**config.mk**
```make
export PLATFORM = sky130hd
export DESIGN_NAME = epg_gate
export DESIGN_NICKNAME = d
export VERILOG_FILES = /design/src/pkg/epg_pkg.sv /design/src/hdl/epg_gate.sv
export SDC_FILE = /design/constraint.sdc
export NUM_CORES = 1
export LEC_CHECK = 0
export BUFFER_PORTS_ARGS = -buffer_cell sky130_fd_sc_hd__clkbuf_2
export CAP_MARGIN = 20
export CORE_MARGIN = 1.5
export CORE_UTILIZATION = 40
export DETAILED_ROUTE_END_ITERATION = 8
export PLACE_DENSITY = 0.67
export SYNTH_ARGS = -nofsm -noshare
export SYNTH_HDL_FRONTEND = slang
export SYNTH_SLANG_ARGS = --single-unit
```
**constraint.sdc**
```tcl
create_clock -name clock -period 3.6 [get_ports clock]
set_input_delay 0.36 -clock clock [delete_from_list [all_inputs] [get_ports clock]]
set_output_delay 0.36 -clock clock [all_outputs]
set_load 0.01 [all_outputs]
```
**src/pkg/epg_pkg.sv**
```systemverilog
// Shared constants and carriers for the EEPROM power-up and command gate.
// Assumes a single system clock; SPI pins arrive asynchronously and are synchronised.
package epg_pkg;
   // ==========================================================
   // Opcodes seen on the serial input
   localparam logic [7:0] OP_WRITE_ENABLE  = 8'h06; // write_enable_instruction
   localparam logic [7:0] OP_WRITE_DISABLE = 8'h04; // write_disable_instruction
   localparam logic [7:0] OP_STATUS_READ   = 8'h05; // status_read_instruction
   localparam logic [7:0] OP_STATUS_WRITE  = 8'h01;
   localparam logic [7:0] OP_ARRAY_READ    = 8'h03;
   localparam logic [7:0] OP_ARRAY_WRITE   = 8'h02;
   // ==========================================================
   // Frame geometry
   localparam int unsigned BYTE_BITS    = 8;
   localparam int unsigned ADDR_BITS    = 16;
   localparam logic [5:0]  OPC_DONE     = 6'h08; // Bits to complete opcode
   localparam logic [5:0]  SR_DATA_DONE = 6'h10; // Opcode plus one status byte
   localparam logic [5:0]  WR_DATA_DONE = 6'h20; // Opcode, address, first byte
   localparam logic [2:0]  BYTE_MASK    = 3'h7;
   // ==========================================================
   // Status bit positions
   localparam int unsigned ST_RDY = 0;
   localparam int unsigned ST_WEL = 1;
   // ==========================================================
   // Programming time
   localparam int unsigned PROG_TIME_NS = 5000;
   localparam int unsigned CLK_NS       = 10;
   localparam int unsigned PROG_CYCLES  = (PROG_TIME_NS + CLK_NS - 1) / CLK_NS;
   // ==========================================================
   // Types
   typedef enum logic [1:0] {
      EPG_RESET   = 2'b00, // Supply below trigger
      EPG_STANDBY = 2'b01, // Powered, waiting for first select
      EPG_READY   = 2'b10, // Select seen, accepting instructions
      EPG_PROG    = 2'b11  // Internal write running
   } epg_state_e;
   typedef struct packed {
      logic cs_b;
      logic sck;
      logic si;
   } epg_spi_s;
   typedef struct packed {
      logic busy;
      logic write_latch_bit;
      logic prog_start;
      logic prog_done;
   } epg_stat_s;
endpackage

```
**src/hdl/epg_gate.sv**
```systemverilog
// Power-up and command gate of a serial EEPROM.
// Assumes SPI pins come asynchronously from a host; the array itself lives elsewhere.
`timescale 1ns/10ps
// Operation
// Supply rise enters standby, not undefined
// Supply fall forces reset state
// Write latch cleared on leaving reset
// Host sends write enable before writes
// No instruction until chip select low
// Completed write clears write latch
// Host raises select after exact count
// Array access ignored while programming
// Unknown opcode ignored, output stays tristated
// Short write frame starts no programming
// Enable/disable instructions drive latch, status
// Ready bit one while programming
// Only status read accepted while busy
// Programming starts on select rising
module epg_gate #(
   parameter int unsigned PROG_CYC = epg_pkg::PROG_CYCLES // Internal write length
) (
   // Clock and reset
   input  wire logic              clock,
   input  wire logic              rst_b,
   // Supply monitor
   input  wire logic              por_above,    // High while supply above trigger
   // SPI pins
   input  wire epg_pkg::epg_spi_s spi_in,
   output logic                   so_out,
   output logic                   so_oe_b,      // Low while driving
   // Status
   output epg_pkg::epg_stat_s     stat,
   output epg_pkg::epg_state_e    mode
);
   import epg_pkg::*;

   // ==========================================================
   // Synchronisers
   logic [2:0] s1_q;            // First stage, read only by s2
   logic [2:0] s2_q;            // Second stage
   logic       por1_q;
   logic       por2_q;
   logic       sck_d1_q;        // Previous clock level
   logic       cs_d1_q;         // Previous select level

   // Two flops per async pin; reset to idle pins (deselected, clock low) so no false edge follows reset
   always_ff @(posedge clock or negedge rst_b) begin
      if (!rst_b) begin
         s1_q   <= 3'h4;
         s2_q   <= 3'h4;
         por1_q <= 1'b0;
         por2_q <= 1'b0;
      end else begin
         s1_q   <= {spi_in.cs_b, spi_in.sck, spi_in.si};
         s2_q   <= s1_q;
         por1_q <= por_above;
         por2_q <= por1_q;
      end
   end

   // Edge history
   always_ff @(posedge clock or negedge rst_b) begin
      if (!rst_b) begin
         sck_d1_q <= 1'b0;
         cs_d1_q  <= 1'b1;
      end else begin
         sck_d1_q <= s2_q[1];
         cs_d1_q  <= s2_q[2];
      end
   end

   wire cs_b    = s2_q[2];
   wire si      = s2_q[0];
   wire sck_r   = s2_q[1] & ~sck_d1_q & ~cs_b;
   wire sck_f   = ~s2_q[1] & sck_d1_q & ~cs_b;
   wire cs_fall = cs_d1_q & ~cs_b;
   wire cs_rise = ~cs_d1_q & cs_b;

   // ==========================================================
   // Frame shifter
   logic [5:0] cnt_q;           // Bits in this selection; past 56 only byte phase moves
   logic [7:0] sh_q;            // Opcode shift
   logic [7:0] opc_q;           // Captured opcode
   logic       ignore_q;        // Selection discarded

   // Bit count and opcode capture
   always_ff @(posedge clock or negedge rst_b) begin
      if (!rst_b) begin
         cnt_q <= '0;
         sh_q  <= '0;
         opc_q <= '0;
      end else if (cs_b) begin
         cnt_q <= '0;
      end else if (sck_r) begin
         sh_q <= {sh_q[6:0], si};
         // Long page writes must not freeze off a byte boundary
         if (cnt_q[5:3] == 3'h7)
            cnt_q <= {cnt_q[5:3], cnt_q[2:0] + 3'h1};
         else
            cnt_q <= cnt_q + 6'h01;
         if (cnt_q == OPC_DONE - 6'h01)
            opc_q <= {sh_q[6:0], si};
      end
   end

   wire opc_valid = (opc_q == OP_WRITE_ENABLE) || (opc_q == OP_WRITE_DISABLE) ||
                    (opc_q == OP_STATUS_READ)  || (opc_q == OP_STATUS_WRITE)  ||
                    (opc_q == OP_ARRAY_READ)   || (opc_q == OP_ARRAY_WRITE);
   wire opc_now   = sck_r && (cnt_q == OPC_DONE - 6'h01);
   wire have_opc  = (cnt_q >= OPC_DONE);

   // ==========================================================
   // Mode machine
   epg_state_e st_q;
   logic [31:0] prog_cnt_q;     // Remaining program cycles
   logic        wel_q;          // Write latch

   // Selection gate; busy drops everything except status read
   always_ff @(posedge clock or negedge rst_b) begin
      if (!rst_b) begin
         ignore_q <= 1'b0;
      end else if (cs_b) begin
         ignore_q <= 1'b0;
      end else if (have_opc && !ignore_q) begin
         if (!opc_valid)
            ignore_q <= 1'b1;
         else if (st_q == EPG_PROG && opc_q != OP_STATUS_READ)
            ignore_q <= 1'b1;
         else if (st_q != EPG_READY && st_q != EPG_PROG)
            ignore_q <= 1'b1;
      end
   end

   wire usable   = have_opc && !ignore_q && opc_valid && (st_q == EPG_READY);
   // Exact counts launch a write; a byte only partly shifted does not
   wire arr_ok   = (cnt_q >= WR_DATA_DONE) && ((cnt_q[2:0] & BYTE_MASK) == 3'h0);
   wire sr_ok    = (cnt_q == SR_DATA_DONE);
   wire launch   = cs_rise && usable && wel_q &&
                   (((opc_q == OP_ARRAY_WRITE) && arr_ok) ||
                    ((opc_q == OP_STATUS_WRITE) && sr_ok));
   wire prog_end = (st_q == EPG_PROG) && (prog_cnt_q == 32'h1);

   // State moves
   always_ff @(posedge clock or negedge rst_b) begin
      if (!rst_b) begin
         st_q <= EPG_RESET;
      end else if (!por2_q) begin
         st_q <= EPG_RESET;
      end else begin
         case (st_q)
            EPG_RESET:   st_q <= EPG_STANDBY;
            EPG_STANDBY: if (cs_fall) st_q <= EPG_READY;
            EPG_READY:   if (launch) st_q <= EPG_PROG;
            EPG_PROG:    if (prog_end) st_q <= EPG_READY;
            default:     st_q <= EPG_RESET;
         endcase
      end
   end

   // Program timer
   always_ff @(posedge clock or negedge rst_b) begin
      if (!rst_b)
         prog_cnt_q <= '0;
      else if (launch && st_q == EPG_READY)
         prog_cnt_q <= PROG_CYC;
      else if (st_q == EPG_PROG && prog_cnt_q != 32'h0)
         prog_cnt_q <= prog_cnt_q - 32'h1;
   end

   // Write latch
   always_ff @(posedge clock or negedge rst_b) begin
      if (!rst_b) begin
         wel_q <= 1'b0;
      end else if (st_q == EPG_RESET || !por2_q) begin
         wel_q <= 1'b0;
      end else if (prog_end) begin
         wel_q <= 1'b0;
      end else if (cs_rise && usable && cnt_q == OPC_DONE) begin
         if (opc_q == OP_WRITE_ENABLE)
            wel_q <= 1'b1;
         else if (opc_q == OP_WRITE_DISABLE)
            wel_q <= 1'b0;
      end
   end

   // ==========================================================
   // Status read output
   logic [7:0] out_sh_q;
   logic       drive_q;

   // Shift status on falling clock; keep off for ignored selections
   always_ff @(posedge clock or negedge rst_b) begin
      if (!rst_b) begin
         out_sh_q <= '0;
         drive_q  <= 1'b0;
      end else if (cs_b || !por2_q) begin
         // Supply loss mid-read releases the output at once
         drive_q  <= 1'b0;
      end else if (opc_now) begin
         out_sh_q <= {6'h00, wel_q, (st_q == EPG_PROG)};
         drive_q  <= ({sh_q[6:0], si} == OP_STATUS_READ) &&
                     (st_q == EPG_READY || st_q == EPG_PROG);
      end else if (sck_f && drive_q && cnt_q > OPC_DONE) begin
         out_sh_q <= {out_sh_q[6:0], out_sh_q[7]};
      end
   end

   // Registered outputs
   always_ff @(posedge clock or negedge rst_b) begin
      if (!rst_b) begin
         so_out  <= 1'b0;
         so_oe_b <= 1'b1;
         stat    <= '0;
         mode    <= EPG_RESET;
      end else begin
         so_out               <= out_sh_q[7];
         so_oe_b              <= ~drive_q;
         stat.busy            <= (st_q == EPG_PROG);
         stat.write_latch_bit <= wel_q;
         stat.prog_start      <= launch && st_q == EPG_READY;
         stat.prog_done       <= prog_end;
         mode                 <= st_q;
      end
   end

   // ==========================================================
   // Checks
   property p_brownout;
      @(posedge clock) disable iff (!rst_b) !por2_q |=> st_q == EPG_RESET;
   endproperty
   a_brownout: assert property (p_brownout) else $error("no reset on supply loss");
   property p_standby;
      @(posedge clock) disable iff (!rst_b) st_q == EPG_RESET && por2_q |=> st_q == EPG_STANDBY;
   endproperty
   a_standby: assert property (p_standby) else $error("no standby after reset");
   property p_wel_clear;
      @(posedge clock) disable iff (!rst_b) st_q == EPG_STANDBY |-> !wel_q;
   endproperty
   a_wel_clear: assert property (p_wel_clear) else $error("latch set after reset");
   property p_done_clear;
      @(posedge clock) disable iff (!rst_b) prog_end |=> !wel_q && st_q != EPG_PROG;
   endproperty
   a_done_clear: assert property (p_done_clear) else $error("latch kept after write");
   property p_busy_bit;
      @(posedge clock) disable iff (!rst_b) st_q == EPG_PROG |=> stat.busy;
   endproperty
   a_busy_bit: assert property (p_busy_bit) else $error("ready bit low while busy");
   property p_start_edge;
      @(posedge clock) disable iff (!rst_b) st_q == EPG_READY ##1 st_q == EPG_PROG |-> $past(cs_rise);
   endproperty
   a_start_edge: assert property (p_start_edge) else $error("program without select rise");
   property p_quiet;
      @(posedge clock) disable iff (!rst_b) ignore_q |=> so_oe_b;
   endproperty
   a_quiet: assert property (p_quiet) else $error("output driven on ignored frame");
   property p_short;
      @(posedge clock) disable iff (!rst_b) launch |-> cnt_q[2:0] == 3'h0;
   endproperty
   a_short: assert property (p_short) else $error("partial byte launched write");
   property p_wait_cs;
      @(posedge clock) disable iff (!rst_b) st_q == EPG_STANDBY |-> !launch;
   endproperty
   a_wait_cs: assert property (p_wait_cs) else $error("write before first select");
endmodule

```
### Yosys cells after proc, flatten, opt, wreduce, memory -nomap -nowiden

Index checks and enable logic that the tools add are counted.

| cells by class | value |
|---|---|
| bitwise operators | 12 |
| order comparisons | 3 |
| equal/unequal tests | 23 |
| muxes and demuxes | 24 |
| reductions and logical operators | 47 |
| $add $sub $neg | 3 |

Operator list:

| kind | count |
|---|---|
| 2-to-1 mux 32 bit | 2 |
| == test 32 x 1 -> 1 bit, second input constant | 1 |
| == test 8 x 3 -> 1 bit, second input constant | 4 |
| nonzero test 32 bit | 1 |
| subtractor 32 x 1 -> 32 bit, second input constant | 1 |
| logical AND 1 bit | 19 |
| 2-to-1 mux 6 bit | 3 |
| == test 8 x 2 -> 1 bit, second input constant | 2 |
| 2-to-1 mux 8 bit | 2 |
| 2-to-1 mux 1 bit | 12 |
| AND reduction 2 bit | 5 |
| nonzero test 2 bit | 5 |
| logical OR 1 bit | 9 |
| inequality test 3 bit, second input constant | 3 |
| == test 8 x 1 -> 1 bit, second input constant | 1 |
| 2-to-1 mux 2 bit | 4 |
| inequality test 8 x 3 -> 1 bit, second input constant | 1 |
| one-hot mux 2 bit (4 select lines) | 1 |
| adder 6 x 1 -> 6 bit, second input constant | 1 |
| AND 1 bit | 6 |
| == test 6 x 3 -> 1 bit, second input constant | 1 |
| == test 6 x 4 -> 1 bit, second input constant | 1 |
| == test 6 x 5 -> 1 bit, second input constant | 1 |
| >= comparator 6 x 4 -> 1 bit, second input constant | 1 |
| 15 further kinds | 25 |

| word-level totals | value |
|---|---|
| register bits | 84 |
| output and inout port bits | 8 |
| logic and storage cells | 135 |
| bits of input ports | 6 |

### Depth between registers and ports, before layout

Gate-level depths: netlist of the first run.

| logic depth | value |
|---|---|
| word-level depth | 14 |
| depth in mapped cells | 8 |
| gate-level depth less buffers | 7 |

### Worst setup path after synthesis of the first run

OpenSTA, ideal clock, no wires.

| path | value |
|---|---|
| path kind | register -> register |
| start | reg prog_cnt_q[12] |
| end | reg prog_cnt_q[29] |
| slack | 996 ps |
| library setup time | 77 ps |
| buffers on the path | 0 |
| required time | 3,523 ps |
| data arrival time | 2,526 ps |
| stages on the path, launching flop included | 6 |
| period minus slack after synthesis | 2,604 ps |
| cells stage by stage | dfrtp_1 or4_4 or4_4 or4_4 or4_1 a21oi_1 |

| between the ends | value |
|---|---|
| longest elaborated chain between the ends | 3 |
| elaborated cells between the ends (all ways) | 6 |
| classes of those cells | 1 x add/sub; 2 x mux; 3 x reduce/logical |

RTL lines:

| element | line | text |
|---|---|---|
| start: declaration | epg_gate.sv:115 | `logic [31:0] prog_cnt_q;` |
| start signal: assignment | epg_gate.sv:167 | `prog_cnt_q <= prog_cnt_q - 32'h1;` |
| subtractor 32 x 1 -> 32 bit or nonzero test 32 bit (tied branches) | epg_gate.sv:167, epg_gate.sv:166 |  |
| 2-to-1 mux 32 bit or logical AND 1 bit (tied branches) | epg_gate.sv:166 | `else if (st_q == EPG_PROG && prog_cnt_q != 32'h0)` |
| 2-to-1 mux 32 bit or nonzero test 2 bit (tied branches) | -- |  |

Several ways; a longest one is shown, not always the timed one. The select of a mux whose other input is x is not followed.
A chain may end at the register's enable or synchronous reset.

### Worst setup path after layout of the first run

| path | value |
|---|---|
| start | reg prog_cnt_q[12] |
| end | reg st_q[0] |

| between the ends | value |
|---|---|
| longest elaborated chain between the ends | 4 |

RTL lines:

| element | line | text |
|---|---|---|
| == test 32 x 1 -> 1 bit | epg_gate.sv:141 | `wire prog_end = (st_q == EPG_PROG) && (prog_cnt_q == 32'h1);` |
| logical AND 1 bit | epg_gate.sv:141 |  |
| named net prog_end | epg_gate.sv:141 |  |
| inequality test 3 bit (no source line) | -- |  |
| AND reduction 3 bit (no source line) | -- |  |
| end signal: assignment | epg_gate.sv:146 | `st_q <= EPG_RESET;` |
| end signal: assignment | epg_gate.sv:148 | `st_q <= EPG_RESET;` |
| end signal: assignment | epg_gate.sv:151 | `EPG_RESET: st_q <= EPG_STANDBY;` |
| end: declaration | epg_gate.sv:114 | `epg_state_e st_q;` |

The timed path passes the listed nets, and every way through them passes these cells.

==> impl_metrics.csv, run 1 <==
group,metric,value,unit
outcome,status,"complete, no violations",
timing,slew_viol_final,0,
cts,clock_sinks,84,
worst_setup_path,path_cells,"or4_4 -> or4_2 -> nor4_1 -> o21ai_0 -> o311a_1",
synth,syn_area,3950,um^2
synth,yosys.cell_types.count,53,
timing,grt_setup_unrepaired,"false",
cts,cts_buffers,9,
power,p_leak,1.98,nW
worst_setup_path,cp.arrival,3100,ps
worst_setup_path,crit_path_end_kind,"flop",
cts,htreeDepth,3,
cells_and_area,drive_above_1_share,0.181,
synth,synthFlopType,"dfrtp_1",
die,io_pins,14,
global_routing,overflow,0,
route,via_count,2851,
route,drc,0,
timing,finalSetupViolations,0,
worst_setup_path,crit_path_max_fanout,5,
place,placed_cell_area,4130,um^2
power,p_per_area,404,nW/um^2
synth,synth_cells,359,
synth,syn_avg_cell_area,11.0,um^2
timing,min_period,2850,ps
route,wl,7780,um
global_routing,antenna_found_initial,0,
global_routing,grt_pass1_vias,2791,
cells_and_area,nets,381,
cts,clk_pin_slew,90,ps
route,first_pass_iters,6,
cells_and_area,area_delta_synth_final,10.2,%
global_routing,grt_pass1_wl,13200,um
cells_and_area,fin_cells,509,
cells_and_area,fin_area,4350,um^2
route,antenna_left,0,
timing,final-hold-violation-count,0,
place,gp_congestion,0.816,
synth,yosys_register_bits,84,
cells_and_area,n_antenna_cell,0,
place,hpwlAfterDp,5120,um
cts,post_cts_buffers,0,
cts,cts_buffer_depth,2,
route,drt_iter0_markers,164,
cts,cts_tree,"yes",
synth,yosysSeqAreaShare,0.534,
timing,timing.fmax,0.351,GHz
timing,fin_setup_tns,0,ps
die,dieArea,10500,um^2
die,die_x,102,um
global_routing,grt_usage,0.162,
die,rows,36,
worst_setup_path,cpMaxStageDelayCell,"or4_2",
timing,fin_crit_sh,0.791,
worst_setup_path,max_stage_delay,740,ps
timing,fin_ws,754,ps
worst_setup_path,critPathRequiredTime,3850,ps
synth,yosysWarnings,0,
cts,holdBufCountCts,0,
timing,fin_worst_skew,6.68,ps
timing,slew-limit-headroom,0.448,
worst_setup_path,crit_type,"reg -> reg",
place,io_buffers,13,
route,via_per_inst,5.60,
power,ir_drop,260,uV
cts,cts_resized,0,
die,floorplan.initialDensity,0.408,
global_routing,grt_max_degree,85,
worst_setup_path,start_kind,"flop",
die,die_y,102,um
place,post-place-cells,491,
die,coreArea,9680,um^2
synth,postSynth.asyncResetShare,1.00,
hold_path,worst_hold_path_type,"in -> reg",
place,post-place-ws,748,ps
cts,cts-root-buf,"clkbuf_8",
cts,clock_latency,360,ps
route,post_drt_wl_per_cell,15.3,um
run,maxCapViolCount,0,
synth,syn_nets,369,
synth,synth_edf_count,0,
timing,worstMarginPinSlew,820,ps
==> cell usage in the layout (no fill, tap or decap), types with 2 or more instances in the layout <==
cell type  netlist  final
nor2_1          25     25
clkbuf_8         0     10
a21oi_1         10     10
nor4bb_1         2      2
o21ai_0          4      4
nand2b_1         3      3
o211ai_1         3      3
o311ai_0         7      7
nor3b_1          2      2
nand3b_1         5      5
dfstp_2          4      4
nand2_1         25     25
nand3_1          6      6
nor4b_1          3      3
o311a_1          3      3
nor4_1           9      9
o31ai_1          8      8
mux2i_1         14     14
o41ai_1          7      7
dfrtp_1         80     80
nor3_1          10     10
or4_4            3      3
nor2b_1          3      3
a31oi_1          4      4
or4_2            4      4
buf_4            4      5
nand4_1          8      8
or3_1            9      9
a211oi_1         3      3
ha_1             4      4
clkbuf_2         0     12
inv_1           17     17
or2_2            2      2
inv_6            0      3
mux2_2          18     18
xnor2_1          7      7
or4_1           13     13
==> kinds of logic (layout without fill, tap and decap cells) <==
family,after synthesis,count (layout),share of synthesized area
AOI/OAI and AO/OA,57,57,0.107
xor gates and xnor gates,8,8,0.0178
adders and majority gates,4,4,0.0127
buffers and inverters,35,52,0.0374
DFF,84,84,0.534
muxes,32,32,0.0868
and+or+nand+nor,139,139,0.204
==> layout make-up <==
class                   instances  area [um^2]
multi-input cells             240         1690
well taps                     133          166
fillers                       905         5340
clock inverters                 5         42.5
clock buffers                  11          141
repair buffers                 19          135
flip-flops and latches         84         2110
inverters                      17         63.8
==> state kept, by name (all words and copies together) (netlist names) <==
signal	cells
opc_q	8
st_q	2
cnt_q	6
out_sh_q	8
prog_cnt_q	32
cs_d1_q	1
wel_q	1
stat	4
so_out	1
sck_d1_q	1
sh_q	7
por1_q	1
drive_q	1
so_oe_b	1
s2_q	3
mode	2
por2_q	1
s1_q	3
ignore_q	1
==> worst max-delay path, delay by kind of cell, from the launching register on <==
family	cells	cell delay, ps
and+or+nand+nor	3	1970
DFF	1	430
AOI/OAI and AO/OA	2	340
==> through the flow <==
step	util	power, mW	hold slack [ps]
floorplan	-	1.09	64.4
global placement	0.426	1.13	334
detailed placement	0.426	1.14	335
CTS	0.445	1.78	54.2
global route	0.449	1.84	48.5
finish	0.449	1.76	72.9
==> Yosys cell counts, drive strengths merged (8+ instances only) <==
library cell / n / share of area
dfrtp: 80 / 0.51
nand2: 25 / 0.024
nor2: 25 / 0.024
or4: 20 / 0.042
mux2: 18 / 0.051
inv: 17 / 0.016
mux2i: 14 / 0.035
clkbuf: 12 / 0.011
nor3: 11 / 0.015
a21oi: 10 / 0.013
or3: 10 / 0.017
nor4: 9 / 0.014
nand4: 8 / 0.013
o31ai: 8 / 0.015
==> path summary, 6_finish.rpt <==
path,start,end,slack [ps],cells past startpoint
min reg2reg,por1_q,por2_q,350,0
max,prog_cnt_q[12],st_q[0],750,5
max in group asynchronous,rst_b,cs_d1_q,2530,3
max reg2reg,prog_cnt_q[12],st_q[0],750,5
min,spi_in[2],s1_q[2],70,1
min in group asynchronous,rst_b,prog_cnt_q[28],440,2
==> where the power goes <==
| group | leakage, nW | switching [mW] | internal, mW | total, mW |
|---|---|---|---|---|
| sequential | 1.13 | 0.0416 | 0.986 | 1.03 |
| combinational | 0.765 | 0.0449 | 0.0481 | 0.0930 |
| clock | 0.0909 | 0.358 | 0.278 | 0.637 |
==> metal layers <==
metal / track usage / share of wire / wire length [um] / up-vias
li1: - / - / - / 1366
met1: 0.210 / 0.46 / 3550 / 1408
met2: 0.261 / 0.49 / 3780 / 64
met3: 0.0472 / 0.044 / 345 / 13
met4: 0.0527 / 0.014 / 106 / 0
met5: 0 / 0 / 0 / -
No activity file was read; power rests on OpenSTA's default activity.
==> run 2, diff against run 1 <==
clock period = 3 ns   (was 3.6 ns; I/O delays follow)
==> impl_metrics.csv, run 2 (synthesis gave the netlist of run 1 again) <==
group,metric,value,unit
die,rows,36,
cts,cts_buffer_depth,2,
die,dieArea,10500,um^2
cts,cts_tree,"yes",
worst_setup_path,worstReg2RegStart,"prog_cnt_q[18]",
cells_and_area,largest_reg_flops,32,
cells_and_area,top_register,"prog_cnt_q",
power,p_leak,2.02,nW
cells_and_area,fin_cells,516,
cts,cts_buffers,9,
power,ir_drop,342,uV
place,io_buffers,13,
power,p_per_area,484,nW/um^2
cells_and_area,n_antenna_cell,0,
place,hpwlAfterDp,5280,um
cts,clock_sinks,84,
timing,worstMarginPinSlew,786,ps
worst_setup_path,crit_start,"prog_cnt_q[18]",
worst_setup_path,r2r_slack,260,ps
cts,clock_latency,350,ps
global_routing,antenna_found_initial,0,
cells_and_area,fin_area,4420,um^2
worst_setup_path,crit_path_end_kind,"flop",
timing,fin_crit_sh,0.914,
cells_and_area,nets,389,
global_routing,grt_pass1_vias,2755,
route,via_count,2861,
place,placed_cell_area,4190,um^2
place,post-place-cells,499,
global_routing,overflow,0,
timing,min_period,2740,ps
worst_setup_path,path_cells,"or4_1 -> or4_4 -> or4_2 -> o311ai_0 -> o41ai_1",
worst_setup_path,start_kind,"flop",
power,swShare,0.231,
route,antenna_left,0,
timing,grt_setup_unrepaired,"false",
cts,clk_pin_slew,90,ps
timing,fin_ws,258,ps
timing,final-hold-violation-count,0,
timing,fin_worst_skew,11.2,ps
timing,slew-limit-headroom,0.474,
cts,htreeDepth,3,
route,via_per_inst,5.54,
cells_and_area,final_common_cell,"dfrtp_1",
cts,cts-root-buf,"clkbuf_8",
route,drt_iter0_markers,164,
timing,fin_setup_tns,0,ps
cells_and_area,largest_registers,"prog_cnt_q (32), opc_q (8), out_sh_q (8)",
route,wl,7760,um
worst_setup_path,critPathRequiredTime,3220,ps
worst_setup_path,crit_end,"prog_cnt_q[31]",
run,maxCapViolCount,0,
route,drc,0,
power,internal-power,1.64,mW
global_routing,grt_usage,0.162,
worst_setup_path,crit_path_max_fanout,5,
die,coreArea,9680,um^2
timing,slew_viol_final,0,
die,die_x,102,um
cells_and_area,fillers,898,
outcome,status,"complete, no violations",
cts,cts_resized,0,
power,p_comb_frac,0.053,
worst_setup_path,max_stage_delay,620,ps
power,power_switching,0.493,mW
worst_setup_path,timing.rr.end,"prog_cnt_q[31]",
worst_setup_path,rr_worst_depth,5,
die,die_y,102,um
timing,finalSetupViolations,0,
timing,timing.fmax,0.365,GHz
route,first_pass_iters,4,
power,seqPwrFrac,0.579,
place,post-place-ws,250,ps
power,clockPowerShare,0.369,
worst_setup_path,crit_type,"reg -> reg",
worst_setup_path,cpMaxStageDelayCell,"or4_1",
die,io_pins,14,
die,floorplan.initialDensity,0.408,
hold_path,worst_hold_path_type,"in -> reg",
route,post_drt_wl_per_cell,15.0,um
cells_and_area,drive_above_1_share,0.196,
place,gp_congestion,0.827,
global_routing,grt_pass1_wl,13300,um
cells_and_area,final_cell_mix,"dfrtp_1 (80), nand2_1 (25), nor2_1 (25)",
power,p_total,2.14,mW
cells_and_area,area_delta_synth_final,11.9,%
global_routing,grt_max_degree,85,
worst_setup_path,cp.arrival,2960,ps
-- run 2: cell types whose count changed in the layout (fill, tap and decap cells not counted) --
cell        previous run  this run
buf_4                  5        13
inv_6                  3         0
bufinv_16              0         1
clkinv_2               0         1
clkinv_4               1         0
clkinvlp_4             1         2
-- run 2: worst min-delay path by stage --
stage                          from  endpoint  slack (ps)  cells after the start
after global routing      spi_in[2]   s1_q[2]          20                      1
final                     spi_in[2]   s1_q[2]          30                      1
after detailed placement    s1_q[1]   s2_q[1]         340                      0
after CTS                 spi_in[2]   s1_q[2]          10                      1
after floorplan               rst_b  cnt_q[0]           4                      0
after global placement      s1_q[1]   s2_q[1]         330                      0
-- run 2: timing repair --
item	in CTS	in global routing
setup endpoints to repair	0	0
hold buffers	0	1
buffers inserted	0	0
hold endpoints to repair	0	16
-- run 2: final cells by class --
class | count | area, um^2 | share of cell area
inverter | 17 | 63.8 | 0.0144
multi-input combinational | 240 | 1690 | 0.383
clock buffer | 11 | 141 | 0.0320
tap | 133 | 166 | 0.0377
sequential | 84 | 2110 | 0.477
timing repair buffer | 27 | 195 | 0.0442
clock inverter | 4 | 50.0 | 0.0113
-- run 2: power by group through the flow --
stage / registers, mW / clock network [mW] / logic, mW
4_1_cts: 1.24 / 0.819 / 0.110
3_3_place_gp: 1.25 / 0 / 0.106
3_5_place_dp: 1.26 / 0 / 0.110
5_1_grt: 1.25 / 0.858 / 0.127
6_report: 1.24 / 0.788 / 0.112
2_1_floorplan: 1.24 / 0 / 0.0728
-- run 2: per-layer routing --
layer / wire [um] / up-vias / global-route usage
met4: 137 / 0 / 0.0601
met5: 0 / - / 0
met2: 3790 / 67 / 0.256
met1: 3560 / 1398 / 0.221
met3: 274 / 15 / 0.0349
li1: - / 1381 / -
-- run 2: metrics by stage --
step / hold slack, ps / utilization
4_1_cts: 14.9 / 0.452
2_1_floorplan: 4.41 / -
5_1_grt: 23.6 / 0.456
3_5_place_dp: 338 / 0.432
6_report: 32.6 / 0.456
3_3_place_gp: 335 / 0.432
-- run 2: worst max-delay path: cells and delay by family (launching register included) --
family / cells / cell delay (ps)
flops: 1 / 400
simple gates: 3 / 1750
compound gates: 2 / 460
==> run 3, diff against run 2 <==
CORE_MARGIN = default   (was 1.5)
==> impl_metrics.csv, run 3 (synthesis gave the netlist of run 1 again) <==
group,metric,value,unit
route,via_per_inst,5.60,
global_routing,antenna_found_initial,0,
worst_setup_path,cp.buffers_inverters,0,
power,p_total,2.25,mW
cts,post_cts_buffers,0,
cts,htreeDepth,3,
worst_setup_path,crit_type,"reg -> reg",
die,dieArea,10300,um^2
timing,grt_setup_unrepaired,"false",
global_routing,grt_pass1_vias,2799,
worst_setup_path,crit_family,"simple AND/OR/NAND/NOR gates",
die,die_y,101,um
power,ir_drop,398,uV
worst_setup_path,max_stage_delay,590,ps
cells_and_area,drive_above_1_share,0.195,
worst_setup_path,worstReg2RegStart,"prog_cnt_q[12]",
power,p_per_area,506,nW/um^2
worst_setup_path,crit_start,"prog_cnt_q[12]",
hold_path,min_from,"por_above",
cells_and_area,n_antenna_cell,0,
timing,worstMarginPinSlew,817,ps
cells_and_area,fillers,857,
worst_setup_path,cp.arrival,3030,ps
die,die_x,101,um
cells_and_area,final_cell_mix,"dfrtp_1 (80), nand2_1 (25), nor2_1 (25)",
cts,clock_latency,370,ps
place,gp_congestion,0.845,
timing,final-hold-violation-count,0,
cts,cts_buffer_depth,2,
cts,cts-root-buf,"clkbuf_8",
cells_and_area,regArea,2110,um^2
die,coreArea,9420,um^2
place,hpwlAfterDp,5090,um
timing,fin_worst_skew,10.5,ps
global_routing,grt_pass1_wl,13300,um
cts,clk_pin_slew,90,ps
timing,fin_crit_sh,0.913,
worst_setup_path,critPathRequiredTime,3290,ps
route,antenna_left,0,
cells_and_area,top_register,"prog_cnt_q",
die,rows,35,
timing,finalSetupViolations,0,
global_routing,grt_max_degree,85,
cts,cts_tree,"yes",
hold_path,worst_hold_path_type,"in -> reg",
global_routing,grt_usage,0.167,
cts,cts_buffers,9,
die,io_pins,14,
place,io_buffers,13,
route,via_count,2871,
route,post_drt_wl_per_cell,15.0,um
worst_setup_path,start_kind,"flop",
route,wl,7710,um
cells_and_area,area_delta_synth_final,12.6,%
cells_and_area,nets,389,
route,drt_iter0_markers,133,
timing,timing.fmax,0.365,GHz
cells_and_area,final_common_cell,"dfrtp_1",
cells_and_area,multiInputGateArea,1690,um^2
timing,slew-limit-headroom,0.453,
timing,min_period,2740,ps
die,floorplan.initialDensity,0.419,
route,drc,0,
worst_setup_path,path_cells,"or4_4 -> or4_4 -> or4_4 -> or4_1 -> a21oi_1",
worst_setup_path,crit_path_max_fanout,5,
worst_setup_path,crit_path_end_kind,"flop",
run,maxCapViolCount,0,
worst_setup_path,cpMaxStageDelayCell,"or4_4",
outcome,status,"complete, no violations",
cts,clock_sinks,84,
timing,fin_setup_tns,0,ps
route,first_pass_iters,4,
timing,slew_viol_final,0,
power,p_leak,2.04,nW
cells_and_area,largest_registers,"prog_cnt_q (32), opc_q (8), out_sh_q (8)",
cells_and_area,largest_reg_flops,32,
global_routing,overflow,0,
worst_setup_path,crit_top_cell,"or4_4",
[run 3: changes by cell type in the layout (fill, tap and decap cells not counted)]
cell           delta
clkinv_2          -1
clkinvlp_4        -1
inv_6             +3
buf_4             -1
dlygate4sd3_1     +1
bufinv_16         +1
clkbuf_8          -1
[run 3: metrics by stage]
step	utilization	cells	setup WS, ps	area, um^2	hold slack [ps]
floorplan	-	359	396	3950	4.41
global placement	0.443	494	331	4180	337
detailed placement	0.443	494	263	4180	335
CTS	0.468	511	262	4410	19.0
global route	0.472	513	162	4440	9.53
finish	0.472	513	261	4440	37.1
[run 3: metal layers]
metal  vias to the layer above  track usage  wire, um  part of all wire
met5                         -            0         0                 0
li1                       1384            -         -                 -
met4                         0       0.0691       140             0.018
met3                        17       0.0483       319             0.041
met2                        55        0.272      3760              0.49
met1                      1415        0.209      3490              0.45
[run 3: where the power goes]
group          internal [mW]  total, mW  switching, mW
clock network          0.478      0.901          0.423
logic                 0.0591      0.111         0.0523
registers               1.18       1.24         0.0514
[run 3: cell type report]
| cell class | count | area share |
|---|---|---|
| Clock inverter | 6 | 0.0211 |
| Multi-Input combinational cell | 240 | 0.381 |
| Clock buffer | 10 | 0.0287 |
| Tap cell | 129 | 0.0363 |
| Sequential cell | 84 | 0.474 |
| Timing Repair Buffer | 27 | 0.0445 |
| Inverter | 17 | 0.0144 |
[run 3: final timing paths]
path                                   to  cells after the start  slack, ps
hold / removal                     por1_q                      1         40
hold reg to reg                    por2_q                      0        350
max in group asynchronous         s2_q[2]                      3       2010
min in group asynchronous  prog_cnt_q[29]                      2        350
setup / recovery           prog_cnt_q[29]                      5        260
setup reg to reg           prog_cnt_q[29]                      5        260
[run 3: timing repair]
item | CTS | global route
gates resized for setup | 0 | 0
hold buffers | 1 | 1
hold endpoints to repair | 1 | 17
